$ cat src/core/flag_unit_pkg.sv
package flag_unit_pkg;

    // Flag word layout
    localparam int          FLAG_W      = 16;
    localparam int          CF_BIT      = 0;
    localparam int          IF_BIT      = 9;
    localparam int          DF_BIT      = 10;
    localparam logic [15:0] FLAGS_RESET = 16'h0000;

    // Opcodes of the instruction stream
    localparam logic [7:0] OP_CLR_CARRY = 8'hf8;
    localparam logic [7:0] OP_CLR_DIR   = 8'hfc;
    localparam logic [7:0] OP_CLR_IRQEN = 8'hfa;
    localparam logic [7:0] OP_SET_IRQEN = 8'h10;
    localparam logic [7:0] OP_SET_CARRY = 8'h11;
    localparam logic [7:0] OP_RETURN    = 8'h12;
    localparam logic [7:0] OP_ROT_LEFT  = 8'h13;
    localparam logic [7:0] OP_ROT_RIGHT = 8'h14;
    localparam logic [7:0] OP_TRAP_CALL = 8'h15;
    localparam logic [7:0] OP_STRING    = 8'h16;
    localparam logic [7:0] OP_SET_DIR   = 8'h17;

    // Register byte offsets
    localparam logic [7:0] OFF_FLAGS   = 8'h00;
    localparam logic [7:0] OFF_SRC     = 8'h04;
    localparam logic [7:0] OFF_DST     = 8'h08;
    localparam logic [7:0] OFF_OPERAND = 8'h0c;
    localparam logic [7:0] OFF_MASK    = 8'h10;
    localparam logic [7:0] OFF_IN_SERVICE_BITS  = 8'h14;
    localparam logic [7:0] OFF_EOI     = 8'h18;

    localparam logic [15:0] EOI_NONSPECIFIC = 16'h8000;

    // Interrupt sources and handler stack
    localparam int         IRQ_N       = 4;
    localparam logic [3:0] MASK_RESET  = 4'hf;
    localparam int         STACK_AW    = 3;
    localparam int         STACK_DEPTH = 8;
    localparam logic [2:0] VEC_NMI     = 3'h4;
    localparam logic [2:0] VEC_TRAP    = 3'h5;

    typedef enum logic [1:0] {
        ST_IDLE,
        ST_EXEC,
        ST_ENTRY,
        ST_POP
    } exec_state_e;

endpackage : flag_unit_pkg

$ cat src/core/sync_two_stage.sv
`timescale 1ns/1ps
module sync_two_stage #(
    parameter int W = 1
) (
    input  wire logic         clk,
    input  wire logic         reset,
    input  wire logic [W-1:0] din,
    output logic      [W-1:0] dout
);

    logic [W-1:0] meta_reg;

    // First stage feeds only the second
    always_ff @(posedge clk) begin
        if (reset) begin
            meta_reg <= '0;
            dout     <= '0;
        end else begin
            meta_reg <= din;
            dout     <= meta_reg;
        end
    end

endmodule : sync_two_stage

$ cat src/core/flag_stack_mem.sv
`timescale 1ns/1ps
module flag_stack_mem (
    input  wire logic                            clk,
    input  wire logic                            wrEn,
    input  wire logic [flag_unit_pkg::STACK_AW-1:0] wrAddr,
    input  wire logic [15:0]                     wrData,
    input  wire logic [flag_unit_pkg::STACK_AW-1:0] rdAddr,
    output logic      [15:0]                     rdData
);

    logic [15:0] mem [flag_unit_pkg::STACK_DEPTH];

    // Saved flag words, read data registered
    always_ff @(posedge clk) begin
        if (wrEn) begin
            mem[wrAddr] <= wrData;
        end
        rdData <= mem[rdAddr];
    end

endmodule : flag_stack_mem

$ cat src/core/flag_clear_instruction_unit.sv
`timescale 1ns/1ps
module flag_clear_instruction_unit (
    input  wire logic        clk,
    input  wire logic        reset,
    input  wire logic        psel,
    input  wire logic        penable,
    input  wire logic        pwrite,
    input  wire logic [7:0]  paddr,
    input  wire logic [31:0] pwdata,
    output logic      [31:0] prdata,
    output logic             pready,
    output logic             pslverr,
    input  wire logic        instrValid,
    input  wire logic [7:0]  instrOpcode,
    output logic             instrReady,
    output logic             instrDone,
    input  wire logic [3:0]  irqPin,
    input  wire logic        nmiPin,
    output logic             intTaken,
    output logic      [2:0]  intVector,
    output logic      [15:0] flagsOut,
    output logic      [15:0] srcIndexOut,
    output logic      [15:0] dstIndexOut
);

    flag_unit_pkg::exec_state_e state_reg;
    flag_unit_pkg::exec_state_e state_next;
    logic [15:0] flags_reg;
    logic [15:0] srcIndex_reg;
    logic [15:0] dstIndex_reg;
    logic [15:0] operand_reg;
    logic [7:0]  op_reg;
    logic [3:0]  mask_reg;
    logic [3:0]  inService_reg;
    logic [2:0]  sp_reg;
    logic [2:0]  intSrc_reg;
    logic        stiShadow_reg;
    logic        nmiPend_reg;
    logic        nmiLast_reg;
    logic [3:0]  irqSync;
    logic        nmiSync;
    logic [15:0] stackRd;
    logic        accept;
    logic        isExec;
    logic        ifAfter;
    logic        maskOk;
    logic        boundary;
    logic        goEntry;
    logic        takeMask;
    logic [3:0]  irqCand;
    logic [1:0]  irqPick;
    logic        apbAccess;
    logic        apbWr;
    logic        eoiWr;
    logic [2:0]  spDown;

    // Pins cross into the clock domain
    sync_two_stage #(.W(4)) u_irq_sync (
        .clk   (clk),
        .reset (reset),
        .din   (irqPin),
        .dout  (irqSync)
    );

    sync_two_stage #(.W(1)) u_nmi_sync (
        .clk   (clk),
        .reset (reset),
        .din   (nmiPin),
        .dout  (nmiSync)
    );

    // Pointer wraps; nesting deeper than the stack overwrites
    assign spDown = sp_reg - 3'h1;

    flag_stack_mem u_stack (
        .clk    (clk),
        .wrEn   (state_reg == flag_unit_pkg::ST_ENTRY),
        .wrAddr (sp_reg),
        .wrData (flags_reg),
        .rdAddr (spDown),
        .rdData (stackRd)
    );

    // Recognition at instruction boundaries
    assign accept   = state_reg == flag_unit_pkg::ST_IDLE
                      && instrReady && instrValid;
    assign isExec   = state_reg == flag_unit_pkg::ST_EXEC;
    assign ifAfter  = (isExec && op_reg == flag_unit_pkg::OP_CLR_IRQEN)
                      ? 1'b0 : flags_reg[flag_unit_pkg::IF_BIT];
    assign irqCand  = irqSync & ~mask_reg & ~inService_reg;
    // Shadow lifts only once the following instruction has run
    assign maskOk   = isExec
                      ? (ifAfter && op_reg != flag_unit_pkg::OP_SET_IRQEN)
                      : (flags_reg[flag_unit_pkg::IF_BIT]
                         && !stiShadow_reg);
    assign boundary = (state_reg == flag_unit_pkg::ST_IDLE && !accept)
                      || (isExec && op_reg != flag_unit_pkg::OP_RETURN
                          && op_reg != flag_unit_pkg::OP_TRAP_CALL);
    assign takeMask = boundary && !nmiPend_reg && maskOk && |irqCand;
    assign goEntry  = boundary && (nmiPend_reg || takeMask);

    // Lowest numbered source wins
    always_comb begin
        irqPick = 2'h0;
        for (int i = flag_unit_pkg::IRQ_N - 1; i >= 0; i--) begin
            if (irqCand[i]) begin
                irqPick = 2'(i);
            end
        end
    end

    // Sequencer
    always_comb begin
        state_next = state_reg;
        unique case (state_reg)
            flag_unit_pkg::ST_IDLE: begin
                if (accept) begin
                    state_next = flag_unit_pkg::ST_EXEC;
                end else if (goEntry) begin
                    state_next = flag_unit_pkg::ST_ENTRY;
                end
            end
            flag_unit_pkg::ST_EXEC: begin
                if (op_reg == flag_unit_pkg::OP_TRAP_CALL) begin
                    state_next = flag_unit_pkg::ST_ENTRY;
                end else if (op_reg == flag_unit_pkg::OP_RETURN) begin
                    state_next = flag_unit_pkg::ST_POP;
                end else if (goEntry) begin
                    state_next = flag_unit_pkg::ST_ENTRY;
                end else begin
                    state_next = flag_unit_pkg::ST_IDLE;
                end
            end
            flag_unit_pkg::ST_ENTRY: state_next = flag_unit_pkg::ST_IDLE;
            flag_unit_pkg::ST_POP:   state_next = flag_unit_pkg::ST_IDLE;
        endcase
    end

    // State, opcode latch and instruction handshake
    always_ff @(posedge clk) begin
        if (reset) begin
            state_reg  <= flag_unit_pkg::ST_IDLE;
            op_reg     <= 8'h00;
            instrReady <= 1'b0;
            instrDone  <= 1'b0;
        end else begin
            state_reg  <= state_next;
            instrReady <= state_next == flag_unit_pkg::ST_IDLE;
            instrDone  <= (isExec && op_reg != flag_unit_pkg::OP_RETURN)
                          || state_reg == flag_unit_pkg::ST_POP;
            if (accept) begin
                op_reg <= instrOpcode;
            end
        end
    end

    // Flag word: execution beats a register write
    always_ff @(posedge clk) begin
        if (reset) begin
            flags_reg <= flag_unit_pkg::FLAGS_RESET;
        end else if (isExec) begin
            unique case (op_reg)
                flag_unit_pkg::OP_CLR_CARRY:
                    flags_reg[flag_unit_pkg::CF_BIT] <= 1'b0;
                flag_unit_pkg::OP_SET_CARRY:
                    flags_reg[flag_unit_pkg::CF_BIT] <= 1'b1;
                flag_unit_pkg::OP_CLR_DIR:
                    flags_reg[flag_unit_pkg::DF_BIT] <= 1'b0;
                flag_unit_pkg::OP_SET_DIR:
                    flags_reg[flag_unit_pkg::DF_BIT] <= 1'b1;
                flag_unit_pkg::OP_CLR_IRQEN:
                    flags_reg[flag_unit_pkg::IF_BIT] <= 1'b0;
                flag_unit_pkg::OP_SET_IRQEN:
                    flags_reg[flag_unit_pkg::IF_BIT] <= 1'b1;
                flag_unit_pkg::OP_ROT_LEFT:
                    flags_reg[flag_unit_pkg::CF_BIT] <= operand_reg[15];
                flag_unit_pkg::OP_ROT_RIGHT:
                    flags_reg[flag_unit_pkg::CF_BIT] <= operand_reg[0];
                default: ; // Others leave the flags alone
            endcase
        end else if (state_reg == flag_unit_pkg::ST_ENTRY) begin
            flags_reg[flag_unit_pkg::IF_BIT] <= 1'b0;
        end else if (state_reg == flag_unit_pkg::ST_POP) begin
            flags_reg <= stackRd;
        end else if (apbWr && paddr == flag_unit_pkg::OFF_FLAGS) begin
            flags_reg <= pwdata[15:0];
        end
    end

    // Rotate operand through carry
    always_ff @(posedge clk) begin
        if (reset) begin
            operand_reg <= 16'h0000;
        end else if (isExec && op_reg == flag_unit_pkg::OP_ROT_LEFT) begin
            operand_reg <= {operand_reg[14:0],
                            flags_reg[flag_unit_pkg::CF_BIT]};
        end else if (isExec && op_reg == flag_unit_pkg::OP_ROT_RIGHT) begin
            operand_reg <= {flags_reg[flag_unit_pkg::CF_BIT],
                            operand_reg[15:1]};
        end else if (apbWr && paddr == flag_unit_pkg::OFF_OPERAND) begin
            operand_reg <= pwdata[15:0];
        end
    end

    // String step moves both indexes every component
    always_ff @(posedge clk) begin
        if (reset) begin
            srcIndex_reg <= 16'h0000;
            dstIndex_reg <= 16'h0000;
        end else if (isExec && op_reg == flag_unit_pkg::OP_STRING) begin
            if (!flags_reg[flag_unit_pkg::DF_BIT]) begin
                srcIndex_reg <= srcIndex_reg + 16'h0001;
                dstIndex_reg <= dstIndex_reg + 16'h0001;
            end else begin
                srcIndex_reg <= srcIndex_reg - 16'h0001;
                dstIndex_reg <= dstIndex_reg - 16'h0001;
            end
        end else if (apbWr) begin
            if (paddr == flag_unit_pkg::OFF_SRC) begin
                srcIndex_reg <= pwdata[15:0];
            end
            if (paddr == flag_unit_pkg::OFF_DST) begin
                dstIndex_reg <= pwdata[15:0];
            end
        end
    end

    // Enable shadow and nonmaskable edge latch
    always_ff @(posedge clk) begin
        if (reset) begin
            stiShadow_reg <= 1'b0;
            nmiPend_reg   <= 1'b0;
            nmiLast_reg   <= 1'b0;
        end else begin
            nmiLast_reg <= nmiSync;
            if (isExec) begin
                stiShadow_reg <= op_reg == flag_unit_pkg::OP_SET_IRQEN;
            end
            // A new edge wins over the take
            nmiPend_reg <= (nmiSync && !nmiLast_reg)
                           || (nmiPend_reg
                               && !(boundary && state_next
                                    == flag_unit_pkg::ST_ENTRY));
        end
    end

    // Handler entry pushes flags, return pops them
    always_ff @(posedge clk) begin
        if (reset) begin
            sp_reg     <= 3'h0;
            intSrc_reg <= 3'h0;
            intTaken   <= 1'b0;
            intVector  <= 3'h0;
        end else begin
            intTaken <= state_reg == flag_unit_pkg::ST_ENTRY;
            if (state_reg == flag_unit_pkg::ST_ENTRY) begin
                sp_reg    <= sp_reg + 3'h1;
                intVector <= intSrc_reg;
            end else if (state_reg == flag_unit_pkg::ST_POP) begin
                sp_reg <= spDown;
            end
            if (isExec && op_reg == flag_unit_pkg::OP_TRAP_CALL) begin
                intSrc_reg <= flag_unit_pkg::VEC_TRAP;
            end else if (goEntry) begin
                intSrc_reg <= nmiPend_reg ? flag_unit_pkg::VEC_NMI
                                          : {1'b0, irqPick};
            end
        end
    end

    // In-service bits; a new entry wins over end-of-service
    assign eoiWr = apbWr && paddr == flag_unit_pkg::OFF_EOI
                   && pwdata[15:0] == flag_unit_pkg::EOI_NONSPECIFIC;

    always_ff @(posedge clk) begin
        if (reset) begin
            mask_reg      <= flag_unit_pkg::MASK_RESET;
            inService_reg <= 4'h0;
        end else begin
            inService_reg <= (eoiWr ? 4'h0 : inService_reg)
                | ((state_reg == flag_unit_pkg::ST_ENTRY && !intSrc_reg[2])
                   ? 4'(4'h1 << intSrc_reg[1:0]) : 4'h0);
            if (apbWr && paddr == flag_unit_pkg::OFF_MASK) begin
                mask_reg <= pwdata[3:0];
            end
        end
    end

    // Slave answers one cycle into the access phase
    assign apbAccess = psel && penable;
    assign apbWr     = apbAccess && pready && pwrite;

    always_ff @(posedge clk) begin
        if (reset) begin
            pready  <= 1'b0;
            pslverr <= 1'b0;
            prdata  <= 32'h0000_0000;
        end else begin
            pready  <= apbAccess && !pready;
            pslverr <= 1'b0;
            prdata  <= 32'h0000_0000;
            if (apbAccess && !pready) begin
                unique case (paddr)
                    flag_unit_pkg::OFF_FLAGS:   prdata <= {16'h0, flags_reg};
                    flag_unit_pkg::OFF_SRC:     prdata <= {16'h0, srcIndex_reg};
                    flag_unit_pkg::OFF_DST:     prdata <= {16'h0, dstIndex_reg};
                    flag_unit_pkg::OFF_OPERAND: prdata <= {16'h0, operand_reg};
                    flag_unit_pkg::OFF_MASK:    prdata <= {28'h0, mask_reg};
                    flag_unit_pkg::OFF_IN_SERVICE_BITS:
                        prdata <= {28'h0, inService_reg};
                    flag_unit_pkg::OFF_EOI:     prdata <= 32'h0000_0000;
                    default:                    pslverr <= 1'b1;
                endcase
            end
        end
    end

    assign flagsOut    = flags_reg;
    assign srcIndexOut = srcIndex_reg;
    assign dstIndexOut = dstIndex_reg;
endmodule : flag_clear_instruction_unit

$ cat config.mk
export PLATFORM = sky130hd
export DESIGN_NAME = flag_clear_instruction_unit
export DESIGN_NICKNAME = d
export VERILOG_FILES = /design/src/core/flag_unit_pkg.sv /design/src/core/sync_two_stage.sv /design/src/core/flag_stack_mem.sv /design/src/core/flag_clear_instruction_unit.sv
export SDC_FILE = /design/constraint.sdc
export NUM_CORES = 1
export LEC_CHECK = 0
export BUFFER_PORTS_ARGS = -buffer_cell sky130_fd_sc_hd__buf_4
export CAP_MARGIN = 20
export CORE_MARGIN = 2
export CORE_UTILIZATION = 59
export DETAILED_ROUTE_END_ITERATION = 7
export PLACE_DENSITY = 0.81
export SLEW_MARGIN = 20
export SYNTH_ARGS = -nofsm -noshare
export SYNTH_HDL_FRONTEND = slang
export SYNTH_SLANG_ARGS = --single-unit
export TNS_END_PERCENT = 100
$ cat constraint.sdc
create_clock -name clk -period 3.5 [get_ports clk]
set_input_delay 0.7 -clock clk [delete_from_list [all_inputs] [get_ports clk]]
set_output_delay 0.7 -clock clk [all_outputs]
set_load 0.01 [all_outputs]
==> impl_results.md <==
* Actual slew at the worst max-slew pin at 0.794 ns
* HPWL Detailed at 21500 um
* PortBufs at about 110
* Total core area at 0.0210 mm2
* Hold Crit Endpoint: u_irq_sync.meta_reg[0]
* Worst r2r dst: dstIndexOut[13]
* Die ar. at between 0.02 and 0.025 mm2
* Starting Density at 60.3%
* Die width at 151 um
* Critical Path RT at 3.90 ns
* Reg2Reg Depth at 8
* Vias in the first global route at roughly 8900
* Final setup vio count at 0
* Clk_lat worst skew at 0.54 ns
* Register-to-register setup slack at 0.54 ns
* Most frequent cells in the layout: buf_4, dfxtp_1, edfxtp_1
* CTS tree: yes
* Pwr per Cell Area at 457 mW/mm2
* Achievable Freq at 338 MHz
* Post-CTS resize count at 0
* Min Hold Slack at approximately 0.38 ns
* Reg clk slew, reported paths at 0.06 ns
* Worst hold stages at 2
* Max reg flops at 128
* Final net count at 1301
* Worst hold path class: input pin to flip-flop
* Post-CTS Setup Inserts at 0
* Reg with most FFs: u_stack.mem
* GRT Total Usage at 28.7%
* # rows at 53
* Share of cells above drive strength 1 at between 20% and 30%
* Unrepaired setup endpoints after global routing: no
* Ports at 147
* Setup TNS at 0 ns
* WL/cell at between 20 and 25 um
* Initial antenna violation count at 0
* Vias at 9454
* N_diodes at 0
* Critical-path cell list: buf_4 > ha_1 > a21oi_1 > o22ai_1 > a211oi_1 > a21oi_1 > nor4b_1 > a311oi_1
* Max cap viols at 0
* Clock buffer depth at 3
* Pin count of the biggest net entering global routing at 50
* Antenna Violating Nets Remaining at 0
* Worst path depth at 8
* Die H at 151 um
* Run status: finished clean
* DRT Pass-1 Iters at 5
* Critical path class: flip-flop to flip-flop
* Most frequent CP cell: a21oi_1
* Delay-heaviest family, CP: compound AO/OA/AOI/OAI gates
* First-pass GRT wire length at roughly 50000 um
* Slew Viols, Final at 0
* Leakage at around 0.0052 uW
* Avg Cell Area, Syn at around 12 um2
* Drt drc at 0
* Grt total ovfl at 0
* WP data arrival at 3.36 ns
* Detailed Route Iter0 Violations at 742
* Via density at 6.30
* Area growth, synth to finish at 15.6%
* Crit path launch type: flip-flop
* Max incr delay on CP at 0.56 ns
* Hold path startpoint: irqPin[0]
* Synth Warn # at 0
* Final hold vios at 0
* Setup crit end kind: flip-flop
* Post-Syn Area at 0.0127 mm2
* Post-synth ARST share at 0%
* Number of enable flip-flop cells after synthesis at 128
* Commonest non-fill, non-tap cell in the layout: buf_4
* CP max-delay cell: dfxtp_1
* Clk sinks at 269
* Final wirelength at about 32000 um
* Crit Reg-Reg Startpoint: flagsOut[10]
* RD Place Congestion at 0.924
* Relative slew slack at 47.1%
* Seq/Total Area, Yosys at 52.6%
* Hold Buf Count CTS at 0
* FF+latch count, synth at 269
* CTS Root Cell: clkbuf_16
* CP bufs+invs at 1
* Num CTS Buffers at 27
* Worst VDD drop at 366 uV
* Top FF cell, synth: dfxtp_1
* H-tree levels at 1
* Skew final at 0.0138 ns
* Final period util at 84.6%
* Cell variety after synth at 75
* Post-synthesis cell count at 1095
* Worst-path maximum fanout at 17
* Fin crit period at 2.96 ns
[cell usage after synthesis, types with 10 or more instances]
master    instances  area [um2]
a211oi_1         33         248
a21oi_1          75         375
a22oi_1          31         233
buf_2            11        55.1
buf_4            17         128
clkbuf_1         40         150
dfxtp_1         141        2820
edfxtp_1        128        3840
ha_1             35         438
inv_1            17        63.8
mux2_2           21         236
mux2i_1          62         621
mux4_2           36         811
nand2_1          98         368
nand2b_1         14        87.6
nand3_1          12        60.1
nand4_1          11        68.8
nor2_1           74         278
nor2b_1          21         131
nor3_1           11        55.1
o21ai_0          42         210
o21ai_2          10        87.6
xnor2_1          15         131
[where the power goes]
part | internal, uW | switching, uW | total, uW
clock | 1590 | 1240 | 2840
sequential | 3320 | 42.4 | 3360
combinational | 201 | 299 | 500
total | 5120 | 1590 | 6700
[per-layer routing]
| metal | up-vias | track usage (%) | wire length [um] |
|---|---|---|---|
| met2 | 456 | 45.9 | 15500 |
| met5 | - | 0 | 0 |
| met4 | 0 | 7.29 | 707 |
| met1 | 4619 | 41.8 | 13500 |
| li1 | 4328 | - | - |
| met3 | 51 | 3.88 | 2550 |
[per-stage QoR]
stage / std cells / worst slack (ns) / power (uW) / utilization (%) / area [um2]
4_1_cts: 1501 / 0.614 / 6720 / 69.7 / 14700
6_report: 1501 / 0.541 / 6700 / 69.7 / 14700
3_3_place_gp: 1451 / 0.538 / 3910 / 65.5 / 13800
5_1_grt: 1501 / 0.333 / 6900 / 69.7 / 14700
2_1_floorplan: 1110 / 0.481 / 3760 / - / 12700
3_5_place_dp: 1451 / 0.484 / 3920 / 65.5 / 13800
[kinds of logic (layout without fill, tap and decap cells)]
logic type	count (synthesis)	in the layout	share of synthesized area (%)
compound gates	263	263	13.8
xor+xnor	22	22	1.52
fa+ha+maj	37	37	3.77
buf+inv	95	211	3.74
flops	269	269	52.6
mux	120	120	13.2
other cells	1	16	0.0296
simple gates	288	288	11.3
[area by class of cell]
| type | instances | area [um2] |
|---|---|---|
| flip-flops and latches | 269 | 6670 |
| fillers | 1445 | 6370 |
| multi-input cells | 746 | 5610 |
| repair buffers | 144 | 1090 |
| clock buffers | 33 | 739 |
| well taps | 275 | 344 |
| clock inverters | 17 | 136 |
| inverters | 17 | 63.8 |
[how the worst max path moves through the flow]
stage | start | end | slack [ns]
floorplan | flagsOut[10] | srcIndexOut[14] | 0.48
global placement | paddr[1] | srcIndexOut[14] | 0.54
detailed placement | paddr[1] | srcIndexOut[14] | 0.48
CTS | flagsOut[10] | dstIndexOut[13] | 0.61
global route | flagsOut[10] | dstIndexOut[11] | 0.33
finish | flagsOut[10] | dstIndexOut[13] | 0.54
Note: power is estimated with default switching activity, not from simulation.
